File: config.mk
export PLATFORM = sky130hd
export DESIGN_NAME = eft_core
export DESIGN_NICKNAME = d
export VERILOG_FILES = /design/src/shared/eft_pkg.sv /design/src/hdl/eft_core.sv
export SDC_FILE = /design/constraint.sdc
export NUM_CORES = 1
export LEC_CHECK = 0
export CAP_MARGIN = 40
export CORE_MARGIN = 2
export CORE_UTILIZATION = 35
export CTS_CLUSTER_DIAMETER = 30
export DETAILED_ROUTE_END_ITERATION = 8
export DONT_BUFFER_PORTS = 1
export GPL_TIMING_DRIVEN = 1
export PLACE_DENSITY = 0.54
export SLEW_MARGIN = 20
export SYNTH_ARGS = -nofsm -noshare
export SYNTH_HDL_FRONTEND = slang
export SYNTH_SLANG_ARGS = --single-unit
File: constraint.sdc
create_clock -name aclk -period 3.15 [get_ports aclk]
set_input_delay 0.63 -clock aclk [delete_from_list [all_inputs] [get_ports aclk]]
set_output_delay 0.63 -clock aclk [all_outputs]
set_load 0.03 [all_outputs]
File: src/shared/eft_pkg.sv
package eft_pkg;
	localparam int unsigned CLK_HZ      = 10_000_000;
	localparam int unsigned LINE_BPS    = 2_048_000;
	localparam int unsigned FRAME_HZ    = 8_000;
	localparam int unsigned BIT_CELL_NS = 488;
	// fractional bit tick: ACC_STEP line bits every ACC_MOD clocks
	localparam logic [10:0] ACC_STEP    = 11'(LINE_BPS / FRAME_HZ);
	localparam logic [10:0] ACC_MOD     = 11'(CLK_HZ / FRAME_HZ);
	localparam logic [7:0]  FRAME_LAST  = 8'hFF;
	localparam logic [7:0]  SA_FIRST    = 8'h03;
	localparam logic [7:0]  SA_LAST     = 8'h07;
	localparam logic [7:0]  FAS_BYTE    = 8'h9B;
	localparam logic [7:0]  NFAS_BYTE   = 8'hDF;
	localparam logic [1:0]  CAP_DELAY   = 2'h2;
	localparam logic [1:0]  CELL_MIN    = 2'h3;

	localparam logic [5:0]  ADDR_CTRL   = 6'h00;
	localparam logic [5:0]  ADDR_IDLE   = 6'h04;
	localparam logic [5:0]  ADDR_STAT   = 6'h08;
	localparam logic [5:0]  ADDR_IRQ    = 6'h0C;
	localparam logic [5:0]  ADDR_MASK   = 6'h10;
	localparam logic [5:0]  ADDR_LINK   = 6'h14;

	localparam int unsigned CTRL_FAILSEL = 0;
	localparam int unsigned CTRL_SA_LO   = 1;
	localparam logic [5:0]  CTRL_RESET   = 6'h00;
	localparam logic [7:0]  IDLE_RESET   = 8'hD5;
	localparam int unsigned IRQ_FAIL     = 0;
	localparam int unsigned IRQ_AIS      = 1;
	localparam int unsigned IRQ_LINK     = 2;
	localparam logic [1:0]  RESP_OKAY    = 2'h0;
	localparam logic [1:0]  RESP_SLVERR  = 2'h2;

	typedef enum logic [1:0] {TM_FREE, TM_LINE, TM_BUS} eft_mode_t;
endpackage : eft_pkg

File: src/hdl/eft_core.sv
// Added by the designer: the AXI4-Lite register port and the register addresses.
`timescale 1ns/10ps
`default_nettype none
module eft_core (
	input  wire logic        aclk,
	input  wire logic        aresetn,
	input  wire logic [5:0]  s_axi_awaddr,
	input  wire logic        s_axi_awvalid,
	output var  logic        s_axi_awready,
	input  wire logic [31:0] s_axi_wdata,
	input  wire logic [3:0]  s_axi_wstrb,
	input  wire logic        s_axi_wvalid,
	output var  logic        s_axi_wready,
	output var  logic [1:0]  s_axi_bresp,
	output var  logic        s_axi_bvalid,
	input  wire logic        s_axi_bready,
	input  wire logic [5:0]  s_axi_araddr,
	input  wire logic        s_axi_arvalid,
	output var  logic        s_axi_arready,
	output var  logic [31:0] s_axi_rdata,
	output var  logic [1:0]  s_axi_rresp,
	output var  logic        s_axi_rvalid,
	input  wire logic        s_axi_rready,
	input  wire logic        tx_alarm_force_n,
	input  wire logic        signal_loss_status,
	input  wire logic        frame_loss_status,
	input  wire logic        timing_mode_select,
	input  wire logic        bus_or_line_select,
	input  wire logic        tx_link_data,
	output var  logic        tx_link_clock,
	output var  logic        line_fail_out,
	output var  logic        line_out_pos,
	output var  logic        line_out_neg,
	input  wire logic        frame_pulse_n_i,
	output var  logic        frame_pulse_n_o,
	output var  logic        frame_pulse_n_oe,
	output var  logic        irq
);
	typedef struct packed {
		logic [1:0]         ais_s, tm_s, bl_s, dat_s, fp_s;
		logic               fp_d, ais_d;
		eft_pkg::eft_mode_t mode;
		logic [10:0]        acc;
		logic               tick;
		logic [7:0]         bitpos;
		logic               odd;
		logic               ami_neg;
		logic               line_bit;
		logic               pos, neg, fail, lclk, lreq, fp_o, fp_oe;
		logic [1:0]         cap_cnt;
		logic               cap;
		logic               link_bit;
		logic [7:0]         link_hist;
		logic [5:0]         ctrl;
		logic [7:0]         idle;
		logic [2:0]         ists, imask;
		logic               irq;
		logic               aw_full, w_full, awrdy, wrdy, bvalid;
		logic [5:0]         awaddr;
		logic [31:0]        wdata;
		logic [3:0]         wstrb;
		logic [1:0]         bresp;
		logic               arrdy, rvalid;
		logic [31:0]        rdata;
		logic [1:0]         rresp;
	} eft_state_t;

	eft_state_t s_r, s_nxt;

	function automatic logic [31:0] merge(input logic [31:0] old, input logic [31:0] d,
		input logic [3:0] be);
		logic [31:0] r;
		r = old;
		for (int i = 0; i < 4; i++)
		begin
			if (be[i])
				r[i*8 +: 8] = d[i*8 +: 8];
		end
		return r;
	endfunction : merge

	function automatic logic sa_pos(input logic [7:0] p, input logic [4:0] sel);
		logic hit;
		hit = 1'b0;
		if (p >= eft_pkg::SA_FIRST && p <= eft_pkg::SA_LAST)
			hit = sel[3'(p - eft_pkg::SA_FIRST)];
		return hit;
	endfunction : sa_pos

	logic [7:0]  np;
	logic        nodd;
	logic        fbit;
	logic [7:0]  fbyte;
	logic [4:0]  sa_sel;
	logic        fp_fall;
	logic [2:0]  ev;
	logic [31:0] rd;
	logic [1:0]  rr;
	logic [31:0] wv;
	logic        do_wr;

	always_comb
	begin
		s_nxt = s_r;
		// first stage feeds only the second
		s_nxt.ais_s = {s_r.ais_s[0], tx_alarm_force_n};
		s_nxt.tm_s  = {s_r.tm_s[0], timing_mode_select};
		s_nxt.bl_s  = {s_r.bl_s[0], bus_or_line_select};
		s_nxt.dat_s = {s_r.dat_s[0], tx_link_data};
		s_nxt.fp_s  = {s_r.fp_s[0], frame_pulse_n_i};
		s_nxt.fp_d  = s_r.fp_s[1];
		s_nxt.ais_d = s_r.ais_s[1];
		fp_fall     = s_r.fp_d & ~s_r.fp_s[1];
		sa_sel      = s_r.ctrl[eft_pkg::CTRL_SA_LO +: 5];

		if (!s_r.tm_s[1])
			s_nxt.mode = eft_pkg::TM_FREE;
		else if (s_r.bl_s[1])
			s_nxt.mode = eft_pkg::TM_BUS;
		else
			s_nxt.mode = eft_pkg::TM_LINE;
		s_nxt.fp_oe = (s_r.mode != eft_pkg::TM_BUS);

		// line bit cells at 2.048 Mbit/s from the 10 MHz clock
		if (s_r.acc >= eft_pkg::ACC_MOD - eft_pkg::ACC_STEP)
		begin
			s_nxt.acc  = 11'(s_r.acc + eft_pkg::ACC_STEP - eft_pkg::ACC_MOD);
			s_nxt.tick = 1'b1;
		end
		else
		begin
			s_nxt.acc  = 11'(s_r.acc + eft_pkg::ACC_STEP);
			s_nxt.tick = 1'b0;
		end

		np   = 8'(s_r.bitpos + 8'h01);
		nodd = (s_r.bitpos == eft_pkg::FRAME_LAST) ? ~s_r.odd : s_r.odd;
		if (s_r.mode == eft_pkg::TM_BUS && fp_fall)
		begin
			np   = 8'h00;
			nodd = 1'b0;
		end
		fbyte = s_r.odd ? eft_pkg::NFAS_BYTE : eft_pkg::FAS_BYTE;
		if (np < 8'h08)
			fbit = fbyte[3'(7 - np[2:0])];
		else
			fbit = s_r.idle[3'(7 - np[2:0])];
		if (nodd && sa_pos(np, sa_sel))
			fbit = s_r.link_bit;
		if (!s_r.ais_s[1])
			fbit = 1'b1;

		if (s_r.tick)
		begin
			s_nxt.bitpos   = np;
			s_nxt.odd      = nodd;
			s_nxt.line_bit = fbit;
			// AMI: each one alternates polarity, zero drives neither side
			s_nxt.pos      = fbit & ~s_r.ami_neg;
			s_nxt.neg      = fbit & s_r.ami_neg;
			if (fbit)
				s_nxt.ami_neg = ~s_r.ami_neg;
			// low at every cell start so back-to-back national bits still get an edge
			s_nxt.lclk = 1'b0;
			s_nxt.lreq = nodd && sa_pos(8'(np + 8'h01), sa_sel);
			s_nxt.fp_o = ~(np == 8'h00);
		end
		else if (s_r.lreq)
		begin
			s_nxt.lclk = 1'b1;
			s_nxt.lreq = 1'b0;
		end

		// rise of link clock: sample after the two-flop data path
		s_nxt.cap = 1'b0;
		if (s_nxt.lclk && !s_r.lclk)
			s_nxt.cap_cnt = eft_pkg::CAP_DELAY;
		else if (s_r.cap_cnt != 2'h0)
		begin
			s_nxt.cap_cnt = 2'(s_r.cap_cnt - 2'h1);
			if (s_r.cap_cnt == 2'h1)
			begin
				s_nxt.cap       = 1'b1;
				s_nxt.link_bit  = s_r.dat_s[1];
				s_nxt.link_hist = {s_r.link_hist[6:0], s_r.dat_s[1]};
			end
		end

		if (s_r.ctrl[eft_pkg::CTRL_FAILSEL])
			s_nxt.fail = signal_loss_status;
		else
			s_nxt.fail = signal_loss_status | frame_loss_status;

		ev = 3'h0;
		ev[eft_pkg::IRQ_FAIL] = s_nxt.fail & ~s_r.fail;
		ev[eft_pkg::IRQ_AIS]  = ~s_r.ais_s[1] & s_r.ais_d;
		ev[eft_pkg::IRQ_LINK] = s_r.cap;

		// axi write: address and data in either order
		if (s_axi_awvalid && s_r.awrdy)
		begin
			s_nxt.aw_full = 1'b1;
			s_nxt.awaddr  = s_axi_awaddr;
		end
		if (s_axi_wvalid && s_r.wrdy)
		begin
			s_nxt.w_full = 1'b1;
			s_nxt.wdata  = s_axi_wdata;
			s_nxt.wstrb  = s_axi_wstrb;
		end
		do_wr = s_r.aw_full && s_r.w_full && !s_r.bvalid;
		wv    = 32'h0000_0000;
		if (do_wr)
		begin
			s_nxt.aw_full = 1'b0;
			s_nxt.w_full  = 1'b0;
			s_nxt.bvalid  = 1'b1;
			s_nxt.bresp   = eft_pkg::RESP_OKAY;
			if (s_r.awaddr == eft_pkg::ADDR_CTRL)
			begin
				wv         = merge({26'h0, s_r.ctrl}, s_r.wdata, s_r.wstrb);
				s_nxt.ctrl = wv[5:0];
			end
			else if (s_r.awaddr == eft_pkg::ADDR_IDLE)
			begin
				wv         = merge({24'h0, s_r.idle}, s_r.wdata, s_r.wstrb);
				s_nxt.idle = wv[7:0];
			end
			else if (s_r.awaddr == eft_pkg::ADDR_IRQ)
				wv = merge(32'h0000_0000, s_r.wdata, s_r.wstrb);
			else if (s_r.awaddr == eft_pkg::ADDR_MASK)
			begin
				wv          = merge({29'h0, s_r.imask}, s_r.wdata, s_r.wstrb);
				s_nxt.imask = wv[2:0];
			end
			else if (s_r.awaddr != eft_pkg::ADDR_STAT && s_r.awaddr != eft_pkg::ADDR_LINK)
				s_nxt.bresp = eft_pkg::RESP_SLVERR;
		end
		if (s_r.bvalid && s_axi_bready)
			s_nxt.bvalid = 1'b0;
		// set wins over a clearing write in the same cycle
		s_nxt.ists = (s_r.ists & ~((s_r.awaddr == eft_pkg::ADDR_IRQ && do_wr) ? wv[2:0] : 3'h0))
			| ev;
		s_nxt.irq   = |(s_nxt.ists & s_nxt.imask);
		s_nxt.awrdy = !s_nxt.aw_full;
		s_nxt.wrdy  = !s_nxt.w_full;

		// axi read
		rd = 32'h0000_0000;
		rr = eft_pkg::RESP_OKAY;
		if (s_axi_araddr == eft_pkg::ADDR_CTRL)
			rd[5:0] = s_r.ctrl;
		else if (s_axi_araddr == eft_pkg::ADDR_IDLE)
			rd[7:0] = s_r.idle;
		else if (s_axi_araddr == eft_pkg::ADDR_STAT)
			rd[6:0] = {s_r.mode, s_r.odd, s_r.fail, ~s_r.ais_s[1], frame_loss_status,
				signal_loss_status};
		else if (s_axi_araddr == eft_pkg::ADDR_IRQ)
			rd[2:0] = s_r.ists;
		else if (s_axi_araddr == eft_pkg::ADDR_MASK)
			rd[2:0] = s_r.imask;
		else if (s_axi_araddr == eft_pkg::ADDR_LINK)
			rd[7:0] = s_r.link_hist;
		else
			rr = eft_pkg::RESP_SLVERR;
		if (s_axi_arvalid && s_r.arrdy)
		begin
			s_nxt.arrdy  = 1'b0;
			s_nxt.rvalid = 1'b1;
			s_nxt.rdata  = rd;
			s_nxt.rresp  = rr;
		end
		else if (s_r.rvalid && s_axi_rready)
		begin
			s_nxt.rvalid = 1'b0;
			s_nxt.arrdy  = 1'b1;
		end
	end

	always_ff @(posedge aclk)
	begin
		if (!aresetn)
		begin
			s_r        <= '0;
			s_r.ais_s  <= 2'h3;
			s_r.fp_s   <= 2'h3;
			s_r.fp_d   <= 1'b1;
			s_r.ais_d  <= 1'b1;
			s_r.fp_o   <= 1'b1;
			s_r.fp_oe  <= 1'b1;
			s_r.mode   <= eft_pkg::TM_FREE;
			s_r.ctrl   <= eft_pkg::CTRL_RESET;
			s_r.idle   <= eft_pkg::IDLE_RESET;
			s_r.awrdy  <= 1'b1;
			s_r.wrdy   <= 1'b1;
			s_r.arrdy  <= 1'b1;
		end
		else
			s_r <= s_nxt;
	end

	assign s_axi_awready    = s_r.awrdy;
	assign s_axi_wready     = s_r.wrdy;
	assign s_axi_bvalid     = s_r.bvalid;
	assign s_axi_bresp      = s_r.bresp;
	assign s_axi_arready    = s_r.arrdy;
	assign s_axi_rvalid     = s_r.rvalid;
	assign s_axi_rdata      = s_r.rdata;
	assign s_axi_rresp      = s_r.rresp;
	assign tx_link_clock    = s_r.lclk;
	assign line_fail_out    = s_r.fail;
	assign line_out_pos     = s_r.pos;
	assign line_out_neg     = s_r.neg;
	assign frame_pulse_n_o  = s_r.fp_o;
	assign frame_pulse_n_oe = s_r.fp_oe;
	assign irq              = s_r.irq;
endmodule : eft_core
`default_nettype wire

==> run summary, run 1 <==
• finished, final reports clean — status
• 7 — number of iterations in the first detailed-routing pass
• 125 um — width of the die
• 573 — Mapped Cells
• 15.2 um — wire per inst
• 41.5% — share of the synthesized area in the top cell type
• or4b_1 — Slowest cell on crit path
• 106 — number of clock sinks
• 763 ps — Slew @ Worst Pin
• 8040 um — detailed placer's ending HPWL
• 14400 sq um — area of the core
• 741 — final std cells w/o fill
• 7.73 ps — worst setup skew after layout
• 106 — register bit total from synthesis
• 0.343 GHz — Max Freq
• simple AND/OR/NAND/NOR gates — delay-heaviest family, CP
• 2.04 nW — total leakage power
• aresetn — hold path start
• simple AND/OR/NAND/NOR gates — main combinational cell family by area after synthesis
• 110 — ports placed on the boundary
• met2 — busiest layer in global routing
• 35.5% — starting density of the core
• 0 — number of buffers added to fix hold violations after cts
• 70 ps — clock transition at the registers of the reported paths
• 0 — count of endpoints failing setup in the final report
• 4 — critical path peak fanout
• 5110 sq um — synthesized area
• 14.6% — overall routing resource usage
• 0 — buffers inserted during post-CTS setup optimization
• false — RSZ-0062 raised after global routing
• 2920 ps — final worst path period need
• 5.90% — area grow syn2layout
• 0 — Yosys warning count
• 3380 ps — data required time of the worst path
• 8.93 sq um — Syn Area/Cell
• 0 — total of buffers placed on input and output ports
• 2 — buffer levels on the longest clock path
• 105 — maximum number of pins on one net before global-route repair
• 0 — Remaining Overflow, GRT
• 1.71% — fraction of synthesized cell area in xor and xnor cells
• 540 ps — longest individual stage delay on the worst path
• 9.25% — fraction of synthesized area in multiplexers
• s_r[149] — startpoint of the lowest-slack register-to-register path
• flop — crit start category
• 17.5% — Global Route met1 Usage
• 0 — count of antenna-violating nets left after detailed routing
• 725 — Inst Count DP
• 350 ps — worst skew pair latency
• clkbuf_16 — Clk Tree Root Cell
• 0 — DRC violation count after routing
• 92.5% — share of the cycle needed by the critical path after routing
• 0 — initial antenna violation count
• in -> reg — class of the worst hold path
• 3 — Max H-tree Level
• 622 — total number of nets in the final design
• 11200 um — wire length after detailed routing
• 0 — count of flip-flops with a built-in enable after synthesis
• 41.5% — share of synthesized area occupied by flip-flops and latches
• 0 ps — setup TNS after final layout
• and4bb_1 -> nor2_2 -> inv_1 -> ha_1 -> mux4_2 -> a31oi_1 -> or4b_1 -> a41oi_2 -> mux2_1 — sequence of cells on the critical path
• 63 — post-synth cell types
• 0.828 — Final GP Congestion
• 44 — number of placement rows
• 15600 sq um — floorplan die area
• 518 nW/um^2 — power per cell area
• 22.0% — post-synthesis simple-gate area fraction
• 18400 um — wire length of the first global-routing pass
• s_r[149] — CP Launch Point
• dfxtp_1 — largest area contributor in the netlist
• 0% — share of async-settable or async-resettable flops after synthesis
• reg -> reg — type of the setup path with the least slack
• dfxtp_1 — leading register cell type out of synthesis
• 0 — post-cts sizing count
• 125 um — Chip Height
• 9 — cts bufs inserted
• 1 — crit path buf inv count
• dfxtp_1 41%, mux2i_1 7.0%, buf_4 5.3% — ranking of synthesized cells by area
• 0.303 mV — Peak supply drop
• 3150 ps — CP arrival
• 3580 — number of global-route vias before repair
• 48.7% — max-slew headroom at the worst pin
• 14.9% — compound-cell area share of the yosys netlist
• 25.0% — met2 demand-to-capacity share in global routing
• 0 — total count of max-transition violations in the final report
• flop — Crit. End Element
• 220 — violation count after the first detailed-route iteration
• 358 ps — worst-case hold slack
• 0 — antenna diode count
• 0 — number of violations of the max-capacitance limit
• 5.08 — detailed-route vias per instance
• 7.54% — fraction of final layout cells with drive strength greater than 1
• 3764 — routed vias
• 0 — Final Hold Viols
• done — clock tree from TritonCTS
• 4.90% — met3 track demand over resource in global routing
• 1.96% — fraction of the mapped netlist area in adder cells
registers in the layout, indices dropped and copies added, names as in the netlist:
| register | count |
|---|---|
| s_r | 76 |
| s_axi_rdata | 8 |
| s_nxt | 7 |
| ev | 1 |
| frame_pulse_n_o | 1 |
| frame_pulse_n_oe | 1 |
| irq | 1 |
| line_fail_out | 1 |
| line_out_neg | 1 |
| line_out_pos | 1 |
| s_axi_arready | 1 |
| s_axi_awready | 1 |
| s_axi_bresp | 1 |
| s_axi_bvalid | 1 |
| s_axi_rresp | 1 |
| s_axi_rvalid | 1 |
| s_axi_wready | 1 |
| tx_link_clock | 1 |
power by group:
part | internal, W | leakage, nW | total [W] | switching (W)
combinational | 0.0000673 | 1.02 | 0.000185 | 0.000118
sequential | 0.00138 | 0.864 | 0.00145 | 0.0000658
clock | 0.000667 | 0.154 | 0.00117 | 0.000500
cell families after synthesis:
group,Yosys count
other,1
multiplexers,45
adder cells (fa/ha/maj),8
flip-flops,106
buffers and inverters,78
AND/OR/NAND/NOR,210
XOR/XNOR,10
AO/OA/AOI/OAI,115
synthesized netlist by cell type, drive strengths merged (3+ instances only):
cell,number
dfxtp,106
a31oi,4
a21oi,33
clkbuf,24
o211a,3
a211oi,3
xnor2,6
inv,15
or2,3
nand2b,8
nor2b,35
or3,7
o22ai,4
o311ai,3
buf,39
nor4,7
a41oi,3
mux2,8
o211ai,7
mux2i,36
and2,19
nor2,25
a21boi,17
and3,5
nand3,17
xor2,4
o21ai,23
nand2,62
nor3,9
ha,8
per-layer routing:
metal | vias up | routed length [um]
li1 | 1895 | -
met1 | 1776 | 4990
met2 | 85 | 5550
met3 | 8 | 579
met4 | 0 | 104
met5 | - | 0
stage by stage:
stage / total power, W / cell area [sq um] / setup slack, ps / util [%]
after floorplan: 0.00169 / 5210 / 271 / -
after global placement: 0.00166 / 5100 / 321 / 35.4
after detailed placement: 0.00167 / 5100 / 272 / 35.4
after CTS: 0.00285 / 5420 / 239 / 37.6
after global routing: 0.00293 / 5420 / 100 / 37.6
final: 0.00280 / 5420 / 235 / 37.6
final timing paths:
kind / end / slack (ps) / cells past startpoint
hold / removal: s_r[92] / 360 / 1
setup reg to reg: s_r[126] / 230 / 9
setup / recovery: s_r[126] / 230 / 9
hold reg to reg: s_r[148] / 410 / 1
cell usage in the layout (no fill, tap or decap), types with 2 or more instances in the layout:
| cell type | count |
|---|---|
| dfxtp_1 | 106 |
| nand2_1 | 61 |
| mux2i_1 | 36 |
| nor2b_1 | 35 |
| a21oi_1 | 33 |
| conb_1 | 26 |
| nor2_1 | 24 |
| o21ai_0 | 23 |
| and2_1 | 19 |
| nand3_1 | 17 |
| a21boi_0 | 17 |
| inv_1 | 15 |
| nor3_1 | 9 |
| clkbuf_16 | 9 |
| nand2b_1 | 8 |
| ha_1 | 8 |
| o211ai_1 | 7 |
| or3_1 | 7 |
| mux2_2 | 7 |
| xnor2_1 | 6 |
| buf_4 | 6 |
| and3_1 | 5 |
| nor4_1 | 5 |
| xor2_1 | 4 |
| a31oi_1 | 4 |
| o22ai_1 | 4 |
| or2_2 | 3 |
| o211a_1 | 3 |
| o311ai_0 | 3 |
| a211oi_1 | 3 |
| nand3b_1 | 2 |
| nand4_1 | 2 |
| a41oi_2 | 2 |
| o31ai_1 | 2 |
| a32o_1 | 2 |
| nor3b_1 | 2 |
| a21o_1 | 2 |
| clkbuf_8 | 2 |
| inv_6 | 2 |
area by class of cell:
cell class,count,area [sq um]
clock buffer,12,256
clock inverter,4,56.3
fill,1477,9010
inverter,15,56.3
multi-input combinational,414,2650
sequential,106,2120
tap,184,230
timing repair buffer,6,45.0
No activity file was read; power rests on OpenSTA's default activity.
==> inputs of run 2 (changes only) <==
==> constraint.sdc (replaced) <==
create_clock -name aclk -period 3.15 [get_ports aclk]
set_input_delay 0.315 -clock aclk [delete_from_list [all_inputs] [get_ports aclk]]
set_output_delay 0.315 -clock aclk [all_outputs]
set_load 0.03 [all_outputs]
==> run 2 against run 1 <==
Effect of this change:
- non-clock buffer count up 1
- flip-flop and latch count unchanged
- critical path depth fell by 1
- setup slack improved by 18 ps
- critical endpoint unchanged
- sequential share of layout area increased by 0.22 points
- via count rose by 0.61%
- clock-buffer cell count shrank 2
- routed wire length rose by 0.95%
==> run summary, run 2 (synthesis gave the netlist of run 1 again) <==
• 773 ps — Slew @ Worst Pin
• 53.8% — sequential share of power
• 8 — Worst R2R Path Depth
• 3130 ps — CP arrival
• 4 — critical path peak fanout
• 0 — total count of max-transition violations in the final report
• 6.9% — combinational share of power
• 35.5% — starting density of the core
• dfxtp_1 — most frequent standard cell in the layout excluding fill and tap cells
• 2900 ps — final worst path period need
• 9 — cts bufs inserted
• 0 — Remaining Overflow, GRT
• s_r[149] — startpoint of the lowest-slack register-to-register path
• 3614 — number of global-route vias before repair
• reg -> reg — type of the setup path with the least slack
• s_r — register name with the most flops
• false — RSZ-0062 raised after global routing
• 0.324 mV — Peak supply drop
• 105 — maximum number of pins on one net before global-route repair
• 1 — depth of the worst hold-timing path
• 0 — buffers inserted during post-CTS setup optimization
• 18700 um — wire length of the first global-routing pass
• 0 — count of endpoints failing setup in the final report
• 5.11 — detailed-route vias per instance
• 2.03 nW — total leakage power
• 7.72% — fraction of final layout cells with drive strength greater than 1
• 0.000684 W — net switching component of the power
• 0 — number of buffers added to fix hold violations after cts
• 2650 sq um — area of the multi-input gates
• 0 — count of antenna-violating nets left after detailed routing
• 3787 — routed vias
• or4b_1 — Slowest cell on crit path
• 3 — Max H-tree Level
• 4 — number of iterations in the first detailed-routing pass
• 0 — post-cts sizing count
• 125 um — Chip Height
• 106 — number of clock sinks
• 0.345 GHz — Max Freq
• s_r[126] — Worst setup endpoint
• 76 — flip-flop count of the largest register after layout
• 37.3% — end-of-flow core utilization
• 110 — ports placed on the boundary
• 350 ps — worst skew pair latency
• done — clock tree from TritonCTS
• 1484 — filler cell count in the final layout
• 15600 sq um — floorplan die area
• 0 — total of buffers placed on input and output ports
• 0 — number of violations of the max-capacitance limit
• 0 — Final Hold Viols
• 14.8% — overall routing resource usage
• 39.3% — portion of total power attributed to the clock network
• 250 ps — worst setup slack for register-to-register paths
• 0 — antenna diode count
• 15.3 um — wire per inst
• 7.48 ps — worst setup skew after layout
• 48.1% — max-slew headroom at the worst pin
• s_r[149] — CP Launch Point
• 0 — DRC violation count after routing
• 0 ps — setup TNS after final layout
• nand4bb_1 -> nand2_1 -> ha_1 -> mux4_2 -> a21oi_1 -> or4b_1 -> a41oi_2 -> mux2_1 — sequence of cells on the critical path
• flop — crit start category
• 2120 sq um — total area of sequential cells
• 14400 sq um — area of the core
• 106 x dfxtp_1, 61 x nand2_1, 36 x mux2i_1 — top library cells by usage in the layout, fill and taps aside
• flop — Crit. End Element
• 623 — total number of nets in the final design
• finished, final reports clean — status
• s_r[126] — reg-to-reg endpoint
• 500 nW/um^2 — power per cell area
• clkbuf_16 — Clk Tree Root Cell
• 125 um — width of the die
• 92.0% — share of the cycle needed by the critical path after routing
• 70 ps — clock transition at the registers of the reported paths
• 8100 um — detailed placer's ending HPWL
• 25.4% — share of total power consumed by net switching
• 0.00201 W — Internal
• 3380 ps — data required time of the worst path
• 540 ps — longest individual stage delay on the worst path
• in -> reg — class of the worst hold path
• 5.31% — area grow syn2layout
• 44 — number of placement rows
• 189 — violation count after the first detailed-route iteration
• 0.818 — Final GP Congestion
• 0 — initial antenna violation count
• 11300 um — wire length after detailed routing
• 2 — buffer levels on the longest clock path
==> run 2: power groups by stage <==
stage,combinational [W],sequential [W],clock (W)
floorplan,0.000235,0.00145,0
global placement,0.000182,0.00148,0
detailed placement,0.000186,0.00148,0
CTS,0.000187,0.00145,0.00109
global route,0.000208,0.00146,0.00116
finish,0.000186,0.00145,0.00106
==> run 2: final cells by class <==
cell class	instances	area share [%]
clock inverter	5	0.674
timing repair buffer	7	0.976
clock buffer	10	4.44
sequential	106	39.4
inverter	15	1.05
multi-input combinational	414	49.2
tap	184	4.27
==> run 2: layer usage <==
layer  wire length [um]  vias up  GRT usage [%]
met4                151        0           3.99
met3                513       17           4.42
met1               5190     1804           18.7
li1                   -     1888              -
met2               5480       78           24.8
met5                  0        -              0
==> run 2: critical path: cells and delay by family (launching register included) <==
kind	cells	cell delay (ps)
fa+ha+maj	1	280
compound gates	2	360
flops	1	410
mux	2	700
simple gates	3	1020
==> run 2: worst min path at each step <==
stage / slack [ps] / endpoint / startpoint
3_3_place_gp: 390 / s_r[98] / aresetn
3_5_place_dp: 390 / s_r[92] / aresetn
2_1_floorplan: 380 / s_r[148] / s_r[157]
4_1_cts: 20 / s_r[92] / aresetn
6_report: 40 / s_r[150] / aresetn
5_1_grt: 30 / s_r[92] / aresetn
==> run 2: through the flow <==
| stage | power [W] | std cells | hold WS (ps) | instance area, sq um | worst slack (ps) |
|---|---|---|---|---|---|
| floorplan | 0.00169 | 598 | 382 | 5210 | 271 |
| global placement | 0.00166 | 726 | 389 | 5110 | 335 |
| detailed placement | 0.00167 | 726 | 390 | 5110 | 295 |
| CTS | 0.00273 | 741 | 18.6 | 5390 | 267 |
| global route | 0.00282 | 741 | 27.0 | 5390 | 165 |
| finish | 0.00269 | 741 | 38.3 | 5390 | 253 |
==> inputs of run 3 (changes only) <==
Settings changed: CORE_MARGIN 2 to 3.
==> run 3 against run 2 <==
Effect of this change:
- flip-flop and latch count unchanged
- fmax grew 1.8%
- power decreased by 0.80%
- critical path depth up 1
- routed wire length fell by 0.74%
- sequential power hardly changed
- clock power is essentially flat
- utilization rose by 0.79 points
- clock skew fell by 1.4 ps
- via count decreased by 0.69%
- register-to-register slack better by 50 ps
==> run summary, run 3 (synthesis gave the netlist of run 1 again) <==
• finished, final reports clean — status
• 0 — antenna diode count
• 14100 sq um — area of the core
• 127 um — Chip Height
• 747 ps — Slew @ Worst Pin
• 0 — total count of max-transition violations in the final report
• 722 — Inst Count DP
• 106 x dfxtp_1, 61 x nand2_1, 36 x mux2i_1 — top library cells by usage in the layout, fill and taps aside
• 3380 ps — data required time of the worst path
• s_r[149] — CP Launch Point
• 1 — crit path buf inv count
• 14.2% — overall routing resource usage
• 0 — DRC violation count after routing
• 3761 — routed vias
• dfxtp_1 — most frequent standard cell in the layout excluding fill and tap cells
• 38.8% — portion of total power attributed to the clock network
• or4b_1 — Slowest cell on crit path
• 0 ps — setup TNS after final layout
• 106 — number of clock sinks
• 9 — cts bufs inserted
• 0.000666 W — net switching component of the power
• 61.5 ps — worst-case hold slack
• 305 ps — setup slack of the critical path after layout
• s_r[149] — startpoint of the lowest-slack register-to-register path
• 540 ps — longest individual stage delay on the worst path
• 0.827 — Final GP Congestion
• 623 — total number of nets in the final design
• 43 — number of placement rows
• 4 — number of iterations in the first detailed-routing pass
• 350 ps — worst skew pair latency
• 16100 sq um — floorplan die area
• false — RSZ-0062 raised after global routing
• 5.11 — detailed-route vias per instance
• 0 — number of buffers added to fix hold violations after cts
• done — clock tree from TritonCTS
• 76 — flip-flop count of the largest register after layout
• 0 — post-cts sizing count
• 7.37% — fraction of final layout cells with drive strength greater than 1
• clkbuf_16 — Clk Tree Root Cell
• aresetn — hold path start
• 0 — buffers inserted during post-CTS setup optimization
• 217 — violation count after the first detailed-route iteration
• 0.00267 W — final total power
• s_r — register name with the most flops
• 36.3% — starting density of the core
• 105 — maximum number of pins on one net before global-route repair
• flop — crit start category
• 18500 um — wire length of the first global-routing pass
• 0 — Final Hold Viols
• 5.09% — area grow syn2layout
• 497 nW/um^2 — power per cell area
• in -> reg — class of the worst hold path
• 3080 ps — CP arrival
• simple AND/OR/NAND/NOR gates — delay-heaviest family, CP
• 127 um — width of the die
• flop — Crit. End Element
• 110 — ports placed on the boundary
• 15.3 um — wire per inst
• and4bb_1 -> nor2_2 -> inv_1 -> ha_1 -> mux4_2 -> a21oi_1 -> or4b_1 -> a41oi_2 -> mux2_1 — sequence of cells on the critical path
• 0 — total of buffers placed on input and output ports
• 8100 um — detailed placer's ending HPWL
• 0 — number of violations of the max-capacitance limit
• 0.00201 W — Internal
• 736 — final std cells w/o fill
• 2.02 nW — total leakage power
• 315 ps — DP Worst Slack
• 0.305 mV — Peak supply drop
• 3617 — number of global-route vias before repair
• reg -> reg — type of the setup path with the least slack
• 3 — Max H-tree Level
• 90.3% — share of the cycle needed by the critical path after routing
• 6.9% — combinational share of power
• 0 — Remaining Overflow, GRT
• 11300 um — wire length after detailed routing
• 54.3% — sequential share of power
• 24.9% — share of total power consumed by net switching
• 4 — critical path peak fanout
• 6.04 ps — worst setup skew after layout
• 70 ps — clock transition at the registers of the reported paths
• 2840 ps — final worst path period need
• 0 — initial antenna violation count
• 0.352 GHz — Max Freq
• 0 — count of endpoints failing setup in the final report
• 2 — buffer levels on the longest clock path
• 0 — count of antenna-violating nets left after detailed routing
• 49.9% — max-slew headroom at the worst pin
==> run 3: cell types whose count changed in the layout (fill, tap and decap cells not counted) <==
cell	previous run	this run
clkbuf_1	0	1
clkinv_2	2	0
clkinv_4	0	2
inv_6	3	1
==> run 3: final cells by class <==
type                            count  area, sq um
Clock buffer                       11          243
Clock inverter                      3         26.3
Fill cell                        1433         8720
Inverter                           15         56.3
Multi-Input combinational cell    414         2650
Sequential cell                   106         2120
Tap cell                          180          225
Timing Repair Buffer                7         52.6
==> run 3: path summary, 6_finish.rpt <==
kind	to	slack, ps	depth (start not counted)
worst min register to register	s_r[148]	410	1
worst min-delay path	s_r[92]	60	1
worst max-delay path	s_r[126]	310	9
worst max register to register	s_r[126]	310	9
==> run 3: power by group through the flow <==
stage                     clock network, W  logic [W]  registers [W]
after floorplan                          0   0.000235        0.00145
after global placement                   0   0.000182        0.00148
after detailed placement                 0   0.000185        0.00148
after CTS                          0.00108   0.000186        0.00145
after global routing               0.00113   0.000207        0.00146
final                              0.00104   0.000184        0.00145
==> run 3: stage by stage <==
step           util [%]  instance area, sq um
5_1_grt            38.1                  5380
3_3_place_gp       36.2                  5110
3_5_place_dp       36.2                  5110
6_report           38.1                  5380
2_1_floorplan         -                  5210
4_1_cts            38.1                  5380
==> run 3: layer usage <==
layer / wire length [um] / track usage [%] / vias to the layer above
li1: - / - / 1895
met1: 5010 / 16.8 / 1773
met2: 5580 / 24.7 / 74
met3: 437 / 3.62 / 19
met4: 226 / 5.43 / 0
met5: 0 / 0 / -
